$ cat config.mk
export PLATFORM = sky130hd
export DESIGN_NAME = srw_top
export DESIGN_NICKNAME = d
export VERILOG_FILES = /design/src/shared/srw_pkg.sv /design/src/rtl/srw_tick.sv /design/src/rtl/srw_top.sv
export SDC_FILE = /design/constraint.sdc
export NUM_CORES = 1
export LEC_CHECK = 0
export CAP_MARGIN = 20
export CORE_MARGIN = 3
export CORE_UTILIZATION = 25
export CTS_CLUSTER_SIZE = 30
export DETAILED_ROUTE_END_ITERATION = 12
export DONT_BUFFER_PORTS = 1
export GPL_ROUTABILITY_DRIVEN = 0
export PLACE_DENSITY = 0.5
export SYNTH_ARGS = -nofsm -noshare
export SYNTH_HDL_FRONTEND = slang
export SYNTH_SLANG_ARGS = --single-unit
$ cat constraint.sdc
create_clock -name CLOCK -period 1.8 [get_ports CLOCK]
set_input_delay 0.27 -clock CLOCK [delete_from_list [all_inputs] [get_ports CLOCK]]
set_output_delay 0.27 -clock CLOCK [all_outputs]
set_load 0.01 [all_outputs]
$ cat src/shared/srw_pkg.sv
// Shared constants and types for the supervisory reset and watchdog block
package srw_pkg;

  // System clock rate
  localparam int unsigned CLK_HZ = 20_000_000;
  // One millisecond in nanoseconds and in clock cycles
  localparam int unsigned MS_NS = 1_000_000;
  localparam int unsigned CLK_NS = 1_000_000_000 / CLK_HZ;
  localparam int unsigned MS_TICK_CYCLES = MS_NS / CLK_NS;

  // Reset active timeout, in milliseconds: least, typical, longest
  localparam int unsigned RST_TIMEOUT_MIN_MS = 140;
  localparam int unsigned RST_TIMEOUT_MS = 200;
  localparam int unsigned RST_TIMEOUT_MAX_MS = 400;

  // Watchdog timeout in milliseconds
  localparam int unsigned WDOG_TIMEOUT_MS = 1600;

  // Width of the shared millisecond timer
  localparam int unsigned TMR_W = 11;

  // Reset values of the output flops
  localparam logic RESET_N_RST = 1'h0;
  localparam logic RESET_HI_RST = 1'h1;

  // Sequencer states, one-hot
  typedef enum logic [2:0] {
    ST_HOLD = 3'b001,
    ST_DELAY = 3'b010,
    ST_RUN = 3'b100
  } srw_state_t;

endpackage

$ cat src/rtl/srw_tick.sv
// Millisecond enable divider with phase restart
`timescale 1ns/1ps
module srw_tick
  import srw_pkg::*;
#(
  parameter int unsigned CYCLES = MS_TICK_CYCLES
) (
  input wire logic clk, // System clock
  input wire logic rst, // Asynchronous reset, active high
  input wire logic clr, // Restart the divider phase
  output logic tick // One-cycle enable every CYCLES clocks
);

  localparam int unsigned CW = $clog2(CYCLES);
  localparam logic [CW-1:0] LAST = CW'(CYCLES - 1);

  logic [CW-1:0] cnt_r;
  logic [CW-1:0] cnt_nxt;
  logic tick_r;
  logic tick_nxt;

  // Next count and tick; clear restarts a full period
  always_comb begin
    if (clr || cnt_r == LAST) begin
      cnt_nxt = '0;
    end else begin
      cnt_nxt = cnt_r + CW'(1);
    end
    tick_nxt = !clr && (cnt_r == LAST);
  end

  // Divider registers
  always_ff @(posedge clk or posedge rst) begin
    if (rst) begin
      cnt_r <= '0;
      tick_r <= 1'b0;
    end else begin
      cnt_r <= cnt_nxt;
      tick_r <= tick_nxt;
    end
  end

  assign tick = tick_r;

endmodule

$ cat src/rtl/srw_top.sv
// Supervisory reset generator with watchdog and manual reset
// Functional notes
// - Hold reset while supply is not good
// - After supply good, hold reset for timeout
// - Reset on watchdog silence; any edge restarts
// - Manual reset low asserts system reset
// - Undriven watchdog input disables the watchdog
// - Low-true push-pull reset output
// - Optional high-true complement output
// - Undriven manual reset reads as inactive
// - Reset timeout 140 to 400 ms, typ 200
`timescale 1ns/1ps
module srw_top
  import srw_pkg::*;
#(
  parameter bit HAS_MR = 1'b1, // 1: manual reset input, 0: dual outputs
  parameter int unsigned MS_CYCLES = MS_TICK_CYCLES, // Clocks per millisecond
  parameter int unsigned RST_MS = RST_TIMEOUT_MS, // Reset hold time in ms
  parameter int unsigned WD_MS = WDOG_TIMEOUT_MS // Watchdog timeout in ms
) (
  input wire logic CLOCK, // System clock, 20 MHz
  input wire logic RST, // Asynchronous reset, active high
  input wire logic SUPPLY_GOOD, // High while supply is above trip level
  input wire logic MANUAL_RESET_N, // Manual reset level, low asserts
  input wire logic MANUAL_RESET_N_DRIVEN, // High while something drives it
  input wire logic WATCHDOG_KICK_IN, // Watchdog input level
  input wire logic WATCHDOG_DRIVEN, // High while the watchdog input is driven
  output logic RESET_N_OUT, // System reset, low while asserted
  output logic RESET_OUT // System reset, high while asserted
);

  localparam logic [TMR_W-1:0] RST_LAST = TMR_W'(RST_MS - 1);
  localparam logic [TMR_W-1:0] WD_LAST = TMR_W'(WD_MS - 1);

  srw_state_t state_r;
  srw_state_t state_nxt;
  logic [TMR_W-1:0] tmr_r;
  logic [TMR_W-1:0] tmr_nxt;
  logic kick_prev_r;
  logic rst_n_r;
  logic rst_n_nxt;
  logic rst_hi_r;
  logic rst_hi_nxt;
  logic ms_tick;
  logic tick_clr;
  logic mr_active;
  logic cause;
  logic wd_en;
  logic kick_edge;
  logic wd_expire;

  // Millisecond enable shared by the reset and watchdog timers
  srw_tick #(
    .CYCLES(MS_CYCLES)
  ) u_tick (
    .clk(CLOCK),
    .rst(RST),
    .clr(tick_clr),
    .tick(ms_tick)
  );

  // Reset causes and watchdog qualifiers
  assign mr_active = HAS_MR && MANUAL_RESET_N_DRIVEN && !MANUAL_RESET_N;
  assign cause = !SUPPLY_GOOD || mr_active;
  assign wd_en = WATCHDOG_DRIVEN;
  assign kick_edge = wd_en && (WATCHDOG_KICK_IN != kick_prev_r);
  assign wd_expire = wd_en && ms_tick && (tmr_r == WD_LAST);

  // Sequencer next state and shared millisecond timer
  always_comb begin
    state_nxt = state_r;
    tmr_nxt = tmr_r;
    case (state_r)
      ST_HOLD: begin
        tmr_nxt = '0;
        if (!cause) begin
          state_nxt = ST_DELAY;
        end
      end
      ST_DELAY: begin
        if (cause) begin
          state_nxt = ST_HOLD;
          tmr_nxt = '0;
        end else if (ms_tick) begin
          if (tmr_r == RST_LAST) begin
            state_nxt = ST_RUN;
            tmr_nxt = '0;
          end else begin
            tmr_nxt = tmr_r + TMR_W'(1);
          end
        end
      end
      ST_RUN: begin
        if (cause) begin
          state_nxt = ST_HOLD;
          tmr_nxt = '0;
        end else if (wd_expire) begin
          state_nxt = ST_DELAY;
          tmr_nxt = '0;
        end else if (kick_edge || !wd_en) begin
          tmr_nxt = '0;
        end else if (ms_tick) begin
          tmr_nxt = tmr_r + TMR_W'(1);
        end
      end
      default: begin
        state_nxt = ST_HOLD;
        tmr_nxt = '0;
      end
    endcase
  end

  // Restart the millisecond phase so every timed wait is whole
  assign tick_clr = (state_nxt != state_r)
    || ((state_r == ST_RUN) && (kick_edge || !wd_en));

  // Output levels follow the next state so they change with it
  always_comb begin
    rst_n_nxt = (state_nxt == ST_RUN);
    rst_hi_nxt = HAS_MR ? 1'b0 : (state_nxt != ST_RUN);
  end

  // Sequencer, timer, watchdog sample and output registers
  always_ff @(posedge CLOCK or posedge RST) begin
    if (RST) begin
      state_r <= ST_HOLD;
      tmr_r <= '0;
      kick_prev_r <= 1'b0;
      rst_n_r <= RESET_N_RST;
      rst_hi_r <= HAS_MR ? 1'b0 : RESET_HI_RST;
    end else begin
      state_r <= state_nxt;
      tmr_r <= tmr_nxt;
      kick_prev_r <= WATCHDOG_KICK_IN;
      rst_n_r <= rst_n_nxt;
      rst_hi_r <= rst_hi_nxt;
    end
  end

  assign RESET_N_OUT = rst_n_r;
  assign RESET_OUT = rst_hi_r;
endmodule

==> summary.txt, run 1 <==
Die area -> 0.00841 sq mm
Clock tree from TritonCTS -> done
Switching component of the power -> 0.407 mW
Warnings, synthesis -> 0
CTS buffer count -> 5
Seq/Total Area, Yosys -> 43.7%
Series of cell instances along the critical path -> or3b_4, or3_4, o32a_4, nor3_4, buf_4, a22o_1
Placed Instances -> 315
Nature of the critical path endpoint -> register
Proportion of total power due to net switching -> 25.8%
Top library cells by usage in the layout, fill and taps aside -> 39 x sky130_fd_sc_hd__buf_4, 31 x sky130_fd_sc_hd__dfrtp_1, 12 x sky130_fd_sc_hd__nand2_1
Final Core Density -> 37.0%
Routed Antenna Nets -> 0
Sequential Power Share -> 48.3%
Max-cap violations -> 0
Leftover overflow at the end of global routing -> 0
# H-tree levels -> 2
Netlist area before placement -> 0.00184 sq mm
Fin Hold WS -> 0.0354 ns
Cell types occupying the most area after synthesis -> sky130_fd_sc_hd__dfrtp_1 42%, sky130_fd_sc_hd__xor2_1 4.8%, sky130_fd_sc_hd__xnor2_1 4.3%
Diode count -> 0
Clock share of power -> 36.8%
Detailed-placement wirelength estimate -> 3080 microns
Commonest non-fill, non-tap cell in the layout -> sky130_fd_sc_hd__buf_4
Final worst-path cycle share -> 107%
Distinct cell type count of the synthesized netlist -> 42
Pins Over Slew Limit -> 0
Detailed Route WL -> 4370 microns
GR Util All Layers -> 11.3%
Largest area contributor in the synthesized netlist -> sky130_fd_sc_hd__dfrtp_1
Number of global-route vias before repair -> 1563
Total iterations of the first detailed-routing run -> 4
Gate power share -> 15.0%
Port Buf Inserts -> 0
Failing checks -> setup timing
DRC -> 0
Achievable Freq -> 0.519 GHz
Pre-CTS setup slack -> -0.0655 ns
Number of synthesized flops with an enable pin -> 0
Area fraction of the dominant cell type after synthesis -> 42.3%
Placeable core region -> 0.00694 sq mm
Type of the worst min-delay path -> in -> reg
Delay of the slowest cell on the worst path -> 0.39 ns
Buffer type at the clock tree root -> sky130_fd_sc_hd__clkbuf_8
First-pass GRT wire length -> 7630 microns
Fin crit period -> 1.93 ns
Synth-to-Final Area Change -> 40.1%
Most common flop cell mapped by yosys -> sky130_fd_sc_hd__dfrtp_1
Startpoint class of the critical path -> register
Routed length per instance -> 13.3 microns
Final worst setup slack -> -0.125 ns
Die X -> 91.7 microns
Largest fanout of any net on the critical path -> 7
Clock input transition at the sequential cells of the worst setup and hold paths -> 0.07 ns
Synthesized area per cell -> 9.92 sq um
Ys async rst share -> 100%
Boundary pin count -> 9
Total leakage power -> 1.08 nW
Number of setup violations in the final report -> 23
Worst clock skew -> 0.00930 ns
Detailed Route Iter0 Violations -> 58
Outcome -> finished, violations left
Vertical die dimension -> 91.7 microns
Num Clock Sinks -> 32
Power per cell area -> 613 mW/mm^2
Share of layout cells above drive strength 1 -> 39.1%
Crit path arrival time -> 2.14 ns
Kind of critical path -> reg -> reg
Number of synthesized register bits -> 32
Critical path data required time -> 2.01 ns
Slowest cell on the critical path -> sky130_fd_sc_hd__dfstp_2
Core Rows -> 30
Maximum clock path buffer count -> 2
Number of non-filler instances in the completed layout -> 329
Total internal power -> 1.17 mW
Worst vdd rail ir drop -> 254 uV
Slew at the pin closest to its max-slew limit -> 0.610 ns
Detailed-route vias per instance -> 4.65
Initial antenna violation count -> 0
Final hold violation count -> 0
Final #Nets -> 242
Gate count after technology mapping -> 185
Maximum number of pins on one net before global-route repair -> 33
Nets in the synthesized netlist -> 195
Source-to-sink clock delay at the later pin of the worst-skew pair -> 0.28 ns
RSZ-0062 raised after global routing -> true
Worst-case headroom to the max-slew limit -> 59.3%
Starting density of the core -> 26.4%
Routed via count -> 1531
[through the flow]
step                setup TNS (ns)  power (mW)  instance area [sq um]
detailed placement          -0.770       0.947                   2240
global placement             -2.15       0.948                   2240
global route                 -3.60        1.67                   2570
finish                       -1.86        1.58                   2570
CTS                         -0.706        1.54                   2390
floorplan                   -0.934       0.890                   1860
[registers in the layout, summed over array words and instances (netlist names)]
register and count:
u_tick.cnt_r 15, kick_prev_r 1, tmr_r 11, state_r 3, RESET_N_OUT 1, u_tick.tick 1
[final timing paths]
path,cells after the start,startpoint,end,slack (ns)
setup / recovery,6,state_r[0],tmr_r[1],-0.13
hold / removal,1,SUPPLY_GOOD,state_r[0],0.04
setup reg to reg,6,state_r[0],tmr_r[1],-0.13
hold reg to reg,1,u_tick.cnt_r[0],u_tick.cnt_r[0],0.52
max in group asynchronous,3,RST,state_r[0],0.95
min in group asynchronous,3,RST,tmr_r[5],0.52
[cells by family (layout without fill, tap and decap cells)]
logic type | count (synthesis) | in the layout | share of synthesized area (%)
other | 1 | 1 | 0.204
adder cells (fa/ha/maj) | 3 | 3 | 2.05
AO/OA/AOI/OAI | 25 | 25 | 10.5
XOR/XNOR | 19 | 19 | 9.07
AND/OR/NAND/NOR | 95 | 95 | 31.2
flip-flops | 32 | 32 | 43.7
buffers and inverters | 10 | 58 | 3.27
[metal layers]
metal	track usage, %	vias to the layer above	wire length, microns
met1	15.2	746	2000
li1	-	760	-
met5	0	-	0
met4	4.15	0	71
met3	3.28	6	141
met2	17.3	19	2160
[power groups by stage]
stage | logic, mW | registers, mW | clock network (mW)
after floorplan | 0.123 | 0.767 | 0
after global placement | 0.176 | 0.772 | 0
after detailed placement | 0.176 | 0.771 | 0
after CTS | 0.183 | 0.758 | 0.603
after global routing | 0.260 | 0.764 | 0.642
final | 0.236 | 0.761 | 0.579
[timing repair]
action,in CTS,in global routing
cloned,0,1
hold endpoints to repair,29,1
buffers inserted,0,3
hold buffers,1,1
resized for setup,8,28
pin swaps,1,13
endpoints found under the setup margin,27,27
[synth_stat cells, types with 2 or more instances]
library cell               instances
sky130_fd_sc_hd__nor2_1           19
sky130_fd_sc_hd__and4_1            2
sky130_fd_sc_hd__a22o_1            7
sky130_fd_sc_hd__and3_1            3
sky130_fd_sc_hd__buf_4             2
sky130_fd_sc_hd__nand2_1          12
sky130_fd_sc_hd__a21oi_1           3
sky130_fd_sc_hd__inv_1             6
sky130_fd_sc_hd__or3b_4            2
sky130_fd_sc_hd__dfrtp_1          31
sky130_fd_sc_hd__ha_1              3
sky130_fd_sc_hd__nand2b_1          3
sky130_fd_sc_hd__xor2_1           10
sky130_fd_sc_hd__nor3_1           15
sky130_fd_sc_hd__xnor2_1           9
sky130_fd_sc_hd__a21o_1            2
sky130_fd_sc_hd__o21ai_0           7
sky130_fd_sc_hd__nor3b_1           2
sky130_fd_sc_hd__buf_6             2
sky130_fd_sc_hd__nand3_1          11
sky130_fd_sc_hd__nor4_1            5
sky130_fd_sc_hd__nand4_1           6
sky130_fd_sc_hd__nor2b_1           4
[critical path: cells and delay by family, from the launching register on]
kind            cells  cell delay [ns]
compound gates      2             0.39
buf+inv             1             0.15
flops               1             0.39
simple gates        3             0.91
[layout make-up]
type	count	area, sq um
fillers	688	4370
multi-input cells	143	1170
flip-flops and latches	32	802
repair buffers	44	369
well taps	96	120
clock buffers	8	90.1
inverters	6	22.5
Power figures use the tool's default switching activity.
==> run 2, diff against run 1 <==
--- a/config.mk
+++ b/config.mk
@@ -5,6 +5,7 @@
 export SDC_FILE = /design/constraint.sdc
 export NUM_CORES = 1
 export LEC_CHECK = 0
+export ABC_AREA = 1
 export CAP_MARGIN = 20
 export CORE_MARGIN = 3
 export CORE_UTILIZATION = 25
==> run 2 against run 1 <==
The flow now finishes without violations. Sequential share of layout area up 1.9 points. First-iteration DRC count is 5.2% lower. Via count is 1.2% higher. Non-clock buffer count is 27 lower. Utilization decreased by 5.9 points. Clock-buffer cell count shrank 3. Clock skew about the same. Synthesized cell count rose by 31%. Highest routed layer unchanged.
==> summary.txt, run 2 <==
Core Rows -> 32 (+6.7%)
Startpoint class of the critical path -> register
Boundary pin count -> 9 (unchanged)
Nets in the synthesized netlist -> 252 (+29%)
Number of setup violations in the final report -> 0 (-100%)
Kind of critical path -> reg -> reg
GR Util All Layers -> 9.41% (-1.9 points)
First-pass GRT wire length -> 6910 microns (-9.5%)
Most common flop cell mapped by yosys -> sky130_fd_sc_hd__dfrtp_1
Detailed-placement wirelength estimate -> 3090 microns (+0.11%)
Total iterations of the first detailed-routing run -> 4 (unchanged)
Final #Nets -> 272 (+12%)
Routed length per instance -> 11.1 microns (-16%)
Number of synthesized flops with an enable pin -> 0 (unchanged)
Source-to-sink clock delay at the later pin of the worst-skew pair -> 0.29 ns (about the same)
Total leakage power -> 1.03 nW (-4.6%)
Series of cell instances along the critical path -> ha_4, nand3_2, nor2_1, nand2_1, xor2_1, nor3_1, o21ai_1, nand2_1
Final hold violation count -> 0 (unchanged)
Max FFs per register -> 15 (unchanged)
Netlist area before placement -> 0.00204 sq mm (+11%)
List of most frequent post-synthesis cells -> 39 x sky130_fd_sc_hd__nand2_1, 31 x sky130_fd_sc_hd__dfrtp_1, 27 x sky130_fd_sc_hd__nor2_1
Starting density of the core -> 26.2% (-0.28 points)
Power per cell area -> 895 mW/mm^2 (+46%)
Area fraction of the dominant cell type after synthesis -> 38.0% (-4.3 points)
Registers with the most flip-flops -> u_tick.cnt_r x15, tmr_r x11, state_r x3
Warnings, synthesis -> 0 (unchanged)
Routed Antenna Nets -> 0 (unchanged)
Most frequent cell on the critical path -> sky130_fd_sc_hd__nand2_1
Routed via count -> 1550 (+1.2%)
Clock tree from TritonCTS -> done
Flop2flop setup slack -> 0.10 ns (+0.23 ns)
Initial antenna violation count -> 0 (unchanged)
Origin of the critical flop-to-flop path -> tmr_r[0]
Final worst-path cycle share -> 94.4% (-13 points)
Type of the worst min-delay path -> in -> reg
Critical path data required time -> 1.97 ns (-0.04 ns)
Worst clock skew -> 0.00903 ns (-0.000267 ns)
# H-tree levels -> 2 (unchanged)
Commonest non-fill, non-tap cell in the layout -> sky130_fd_sc_hd__nand2_1
Fin crit period -> 1.70 ns (-0.226 ns)
DRC -> 0 (unchanged)
Pins Over Slew Limit -> 0 (unchanged)
Diode count -> 0 (unchanged)
Detailed Route Iter0 Violations -> 55 (-5.2%)
Hold Startpoint -> SUPPLY_GOOD
Maximum number of pins on one net before global-route repair -> 33 (unchanged)
Hold Path Stages -> 3 (+2)
Die X -> 96.4 microns (+5.1%)
Seq/Total Area, Yosys -> 39.3% (-4.4 points)
Gate count after technology mapping -> 242 (+31%)
Most instantiated library cell after synthesis -> sky130_fd_sc_hd__nand2_1
Area of placed instances -> 0.00226 sq mm (+1.0%)
Clock input transition at the sequential cells of the worst setup and hold paths -> 0.07 ns (about the same)
Biggest register -> u_tick.cnt_r
Vertical die dimension -> 96.4 microns (+5.1%)
Finished Cell Area -> 0.00243 sq mm (-5.5%)
Detailed Route WL -> 4070 microns (-6.9%)
Synthesized area per cell -> 8.44 sq um (-15%)
Pre-CTS setup slack -> -0.0143 ns (+0.0512 ns)
Max-cap violations -> 0 (unchanged)
Outcome -> finished clean
Achievable Freq -> 0.589 GHz (+13%)
Slowest cell on the critical path -> sky130_fd_sc_hd__dfrtp_2
CTS buffer count -> 5 (unchanged)
Sum of internal, switching and leakage power -> 2.17 mW (+38%)
RSZ-0062 raised after global routing -> true
Distinct cell type count of the synthesized netlist -> 39 (-7.1%)
Number of non-filler instances in the completed layout -> 365 (+11%)
Leftover overflow at the end of global routing -> 0 (unchanged)
End of the worst hold path -> state_r[0]
Synth-to-Final Area Change -> 19.0%
Share of layout cells above drive strength 1 -> 28.1% (-11 points)
Maximum clock path buffer count -> 2 (unchanged)
Worst vdd rail ir drop -> 665 uV (+160%)
Placed Instances -> 355 (+13%)
Number of synthesized register bits -> 32 (unchanged)
Largest fanout of any net on the critical path -> 4 (-3)
Ys async rst share -> 100% (unchanged)
Largest area contributor in the synthesized netlist -> sky130_fd_sc_hd__dfrtp_1
Detailed-route vias per instance -> 4.25 (-8.7%)
Crit path arrival time -> 1.87 ns (-0.27 ns)
Buffer type at the clock tree root -> sky130_fd_sc_hd__clkbuf_8
Placeable core region -> 0.00781 sq mm (+12%)
Final worst setup slack -> 0.101 ns (+0.226 ns)
R2R cell count -> 8 (+2)
Number of global-route vias before repair -> 1510 (-3.4%)
Num Clock Sinks -> 32 (unchanged)
Delay of the slowest cell on the worst path -> 0.43 ns (+0.04 ns)
Worst reg2reg path endpoint -> tmr_r[8]
Nature of the critical path endpoint -> register
Die area -> 0.00929 sq mm (+10%)
Cell types occupying the most area after synthesis -> sky130_fd_sc_hd__dfrtp_1 38%, sky130_fd_sc_hd__nand2_1 7.2%, sky130_fd_sc_hd__xor2_1 5.6%
Port Buf Inserts -> 0 (unchanged)
Top library cells by usage in the layout, fill and taps aside -> 39 x sky130_fd_sc_hd__nand2_1, 29 x sky130_fd_sc_hd__dfrtp_1, 25 x sky130_fd_sc_hd__inv_1
## run 2: changes by cell type after synthesis, moves of 9 or more
cell | previous run | this run
sky130_fd_sc_hd__nand3_1 | 11 | 22
sky130_fd_sc_hd__nor2_4 | 1 | 10
sky130_fd_sc_hd__nand2_1 | 12 | 39
sky130_fd_sc_hd__inv_1 | 6 | 25
sky130_fd_sc_hd__nor3_1 | 15 | 4
## run 2: kinds of logic (layout without fill, tap and decap cells)
family                     after synthesis  in the layout  share of synthesized area, %
and+or+nand+nor                        135            135                          37.3
xor gates and xnor gates                17             17                          8.21
adders and majority gates                3              3                          1.84
DFF                                     32             32                          39.3
AOI/OAI and AO/OA                       17             17                          5.09
buffers and inverters                   37             58                          8.15
other                                    1              1                         0.184
## run 2: how the worst max path moves through the flow
stage | endpoint | from | slack (ns) | depth (start not counted)
floorplan | u_tick.cnt_r[10] | tmr_r[0] | 0.16 | 11
global placement | tmr_r[8] | tmr_r[1] | 0.01 | 8
detailed placement | tmr_r[8] | tmr_r[1] | -0.01 | 8
CTS | u_tick.cnt_r[14] | tmr_r[1] | 0.03 | 11
global route | u_tick.cnt_r[14] | tmr_r[0] | -0.02 | 12
finish | tmr_r[8] | tmr_r[0] | 0.10 | 8
## run 2: metal layers
layer / wire length, microns / global-route usage, %
met1: 2080 / 12.7
met2: 1840 / 15.0
met3: 100 / 1.86
met4: 39 / 3.15
met5: 0 / 0
## run 2: cell type report
class / count / area (sq um)
Timing Repair Buffer: 17 / 158
Multi-Input combinational cell: 173 / 1130
Tap cell: 102 / 128
Inverter: 33 / 124
Clock buffer: 5 / 68.8
Sequential cell: 32 / 805
Clock inverter: 3 / 18.8
Fill cell: 824 / 5380
## run 2: what timing repair did
item | CTS | global route
pin swaps | 0 | 2
setup buffers | 0 | 0
setup endpoints to repair | 1 | 20
hold endpoints to repair | 7 | 0
hold buffers | 2 | 0
gates resized for setup | 1 | 13
## run 2: power breakdown
group          switching (mW)  total (mW)  internal (mW)
logic                   0.477       0.788          0.311
clock network           0.289       0.558          0.269
registers              0.0539       0.829          0.775
total                   0.819        2.17           1.36
## run 2: worst max-delay path: cells and delay by family, from the launching register on
kind	cells	cell delay, ns
fa+ha+maj	1	0.16
compound gates	1	0.20
simple gates	5	0.59
flops	1	0.43
xor+xnor	1	0.21
## run 2: per-stage QoR
stage | hold slack, ns | TNS (ns) | util [%]
6_report | 0.398 | 0 | 31.1
5_1_grt | 0.412 | -0.0184 | 31.1
4_1_cts | 0.380 | 0 | 30.4
3_5_place_dp | 0.302 | -0.0143 | 29.0
3_3_place_gp | 0.302 | 0 | 29.0
2_1_floorplan | 0.301 | 0 | -
==> run 3, diff against run 2 <==
--- a/config.mk
+++ b/config.mk
@@ -13,7 +13,6 @@
 export DETAILED_ROUTE_END_ITERATION = 12
 export DONT_BUFFER_PORTS = 1
 export GPL_ROUTABILITY_DRIVEN = 0
-export PLACE_DENSITY = 0.5
 export SYNTH_ARGS = -nofsm -noshare
 export SYNTH_HDL_FRONTEND = slang
 export SYNTH_SLANG_ARGS = --single-unit
==> run 3 against run 2 <==
The run now ends with hold timing left. Non-clock buffer count increased by 2. Clock skew shrank 0.0034 ns. Via count up 3.7%. Die area unchanged. Global-route usage is 0.34 points lower. Critical path depth rose by 3.
==> summary.txt, run 3 (synthesis gave the netlist of run 2 again) <==
Pre-CTS setup slack -> 0.00761 ns (+0.0219 ns)
Nature of the critical path endpoint -> register
R2R cell count -> 11 (+3)
Synth-to-Final Area Change -> 19.9%
Detailed Route WL -> 4090 microns (+0.64%)
Crit path arrival time -> 1.95 ns (+0.08 ns)
Placeable core region -> 0.00781 sq mm (unchanged)
Kind of critical path -> reg -> reg
Max FFs per register -> 15 (unchanged)
Type of the worst min-delay path -> in -> async
Final hold violation count -> 31 (+31)
Largest fanout of any net on the critical path -> 7 (+3)
CTS buffer count -> 5 (unchanged)
Die area -> 0.00929 sq mm (unchanged)
Delay of the slowest cell on the worst path -> 0.40 ns (-0.03 ns)
Power per cell area -> 952 mW/mm^2 (+6.4%)
Flop2flop setup slack -> 0.02 ns (-0.08 ns)
Achievable Freq -> 0.562 GHz (-4.5%)
End of the critical path -> u_tick.cnt_r[12]
Leftover overflow at the end of global routing -> 0 (unchanged)
Max-cap violations -> 0 (unchanged)
Share of layout cells above drive strength 1 -> 29.1% (+0.92 points)
Num Clock Sinks -> 32 (unchanged)
Number of setup violations in the final report -> 0 (unchanged)
RSZ-0062 raised after global routing -> true
Commonest non-fill, non-tap cell in the layout -> sky130_fd_sc_hd__nand2_1
Final worst setup slack -> 0.0210 ns (-0.0800 ns)
Buffer type at the clock tree root -> sky130_fd_sc_hd__clkbuf_8
# H-tree levels -> 2 (unchanged)
Detailed-placement wirelength estimate -> 2860 microns (-7.2%)
Pins Over Slew Limit -> 0 (unchanged)
Clock tree from TritonCTS -> done
Worst clock skew -> 0.00561 ns (-0.00342 ns)
Detailed-route vias per instance -> 4.38 (+3.2%)
Number of global-route vias before repair -> 1533 (+1.5%)
Routed Antenna Nets -> 0 (unchanged)
DRC -> 0 (unchanged)
Source-to-sink clock delay at the later pin of the worst-skew pair -> 0.28 ns (about the same)
Starting density of the core -> 26.2% (unchanged)
Maximum number of pins on one net before global-route repair -> 33 (unchanged)
Routed via count -> 1608 (+3.7%)
GR Util All Layers -> 9.07% (-0.34 points)
Total leakage power -> 1.04 nW (+0.65%)
Critical path startpoint -> tmr_r[1]
Startpoint class of the critical path -> register
Series of cell instances along the critical path -> ha_1, nand3_2, nor2_4, nand3_1, nand3_2, nand2_2, nand2_2, nand2_2, nand4_4, buf_12, nor2_4
Fill cell instance count of the final layout -> 813 (-1.3%)
Final worst-path cycle share -> 98.8% (+4.4 points)
Core Rows -> 32 (unchanged)
Initial antenna violation count -> 0 (unchanged)
Worst vdd rail ir drop -> 541 uV (-19%)
Worst reg2reg path endpoint -> u_tick.cnt_r[12]
Die X -> 96.4 microns (unchanged)
Origin of the critical flop-to-flop path -> tmr_r[1]
Top library cells by usage in the layout, fill and taps aside -> 38 x sky130_fd_sc_hd__nand2_1, 31 x sky130_fd_sc_hd__dfrtp_1, 25 x sky130_fd_sc_hd__inv_1
Fin crit period -> 1.78 ns (+0.0800 ns)
Register area -> 802 sq um (-0.31%)
Total iterations of the first detailed-routing run -> 4 (unchanged)
First-pass GRT wire length -> 6720 microns (-2.7%)
Outcome -> finished, violations left
Registers with the most flip-flops -> u_tick.cnt_r x15, tmr_r x11, state_r x3
Biggest register -> u_tick.cnt_r
Fin Hold WS -> -0.0278 ns (-0.426 ns)
Routed length per instance -> 11.1 microns (about the same)
Port Buf Inserts -> 0 (unchanged)
Most frequent cell on the critical path -> sky130_fd_sc_hd__nand2_2
Multi-input gate area -> 0.00113 sq mm (+0.22%)
Clock input transition at the sequential cells of the worst setup and hold paths -> 0.07 ns (about the same)
Vertical die dimension -> 96.4 microns (unchanged)
Maximum clock path buffer count -> 2 (unchanged)
Detailed Route Iter0 Violations -> 111 (+100%)
Final #Nets -> 274 (+0.74%)
Boundary pin count -> 9 (unchanged)
Critical path data required time -> 1.97 ns (about the same)
Diode count -> 0 (unchanged)
Failing checks -> hold timing
Slowest cell on the critical path -> sky130_fd_sc_hd__dfrtp_1
Aggregate negative setup slack -> 0 ns (unchanged)
## run 3: cell types whose count changed in the layout (fill, tap and decap cells not counted), moves of 2 or more
cell	previous run	this run
sky130_fd_sc_hd__ha_4	2	0
sky130_fd_sc_hd__nor2_4	11	15
sky130_fd_sc_hd__nand3_2	3	5
sky130_fd_sc_hd__nor2_2	6	3
sky130_fd_sc_hd__buf_4	13	16
sky130_fd_sc_hd__dfrtp_2	2	0
sky130_fd_sc_hd__ha_2	0	2
sky130_fd_sc_hd__dfrtp_1	29	31
sky130_fd_sc_hd__clkinv_2	2	0
## run 3: layer usage
metal,wire [microns],share of wire (%),global-route usage (%),up-vias
met5,0,0,0,-
met4,41,1.0,3.97,0
met3,112,2.7,1.63,4
met2,2020,49,14.7,27
met1,1920,47,11.8,754
li1,-,-,-,823
## run 3: what timing repair did
item	CTS	global route
resized for setup	1	15
pin swaps	0	7
hold buffers	0	1
hold endpoints to repair	0	1
buffers inserted	0	6
endpoints found under the setup margin	1	22
## run 3: how the worst min path moves through the flow
stage	startpoint	end	slack, ns
finish	RST	tmr_r[1]	-0.03
global route	RST	tmr_r[1]	0.01
CTS	RST	tmr_r[1]	0.003
detailed placement	WATCHDOG_KICK_IN	kick_prev_r	0.30
global placement	WATCHDOG_KICK_IN	kick_prev_r	0.30
floorplan	WATCHDOG_KICK_IN	kick_prev_r	0.30
## run 3: cell type report
cell class	instances	area share (%)
tap	102	5.21
inverter	33	5.06
sequential	32	32.8
clock buffer	7	3.53
timing repair buffer	19	6.95
clock inverter	1	0.307
multi-input combinational	173	46.2
## run 3: through the flow
stage	hold WS (ns)	std cells	utilization, %	total power, mW	instance area [sq um]
after CTS	0.00268	360	29.9	2.20	2340
after global routing	0.0133	367	31.4	2.48	2450
final	-0.0278	367	31.4	2.33	2450
after detailed placement	0.302	352	28.7	1.60	2240
after global placement	0.302	352	28.7	1.59	2240
after floorplan	0.301	242	-	1.41	2040
## run 3: power by group
group | switching (mW) | total, mW | internal [mW]
clock network | 0.278 | 0.589 | 0.311
registers | 0.0538 | 0.828 | 0.775
logic | 0.527 | 0.914 | 0.387
## run 3: critical path: cells and delay by family (launching register included)
| family | cells | cell delay, ns |
|---|---|---|
| DFF | 1 | 0.40 |
| adders and majority gates | 1 | 0.22 |
| and+or+nand+nor | 9 | 0.87 |
| buffers and inverters | 1 | 0.16 |
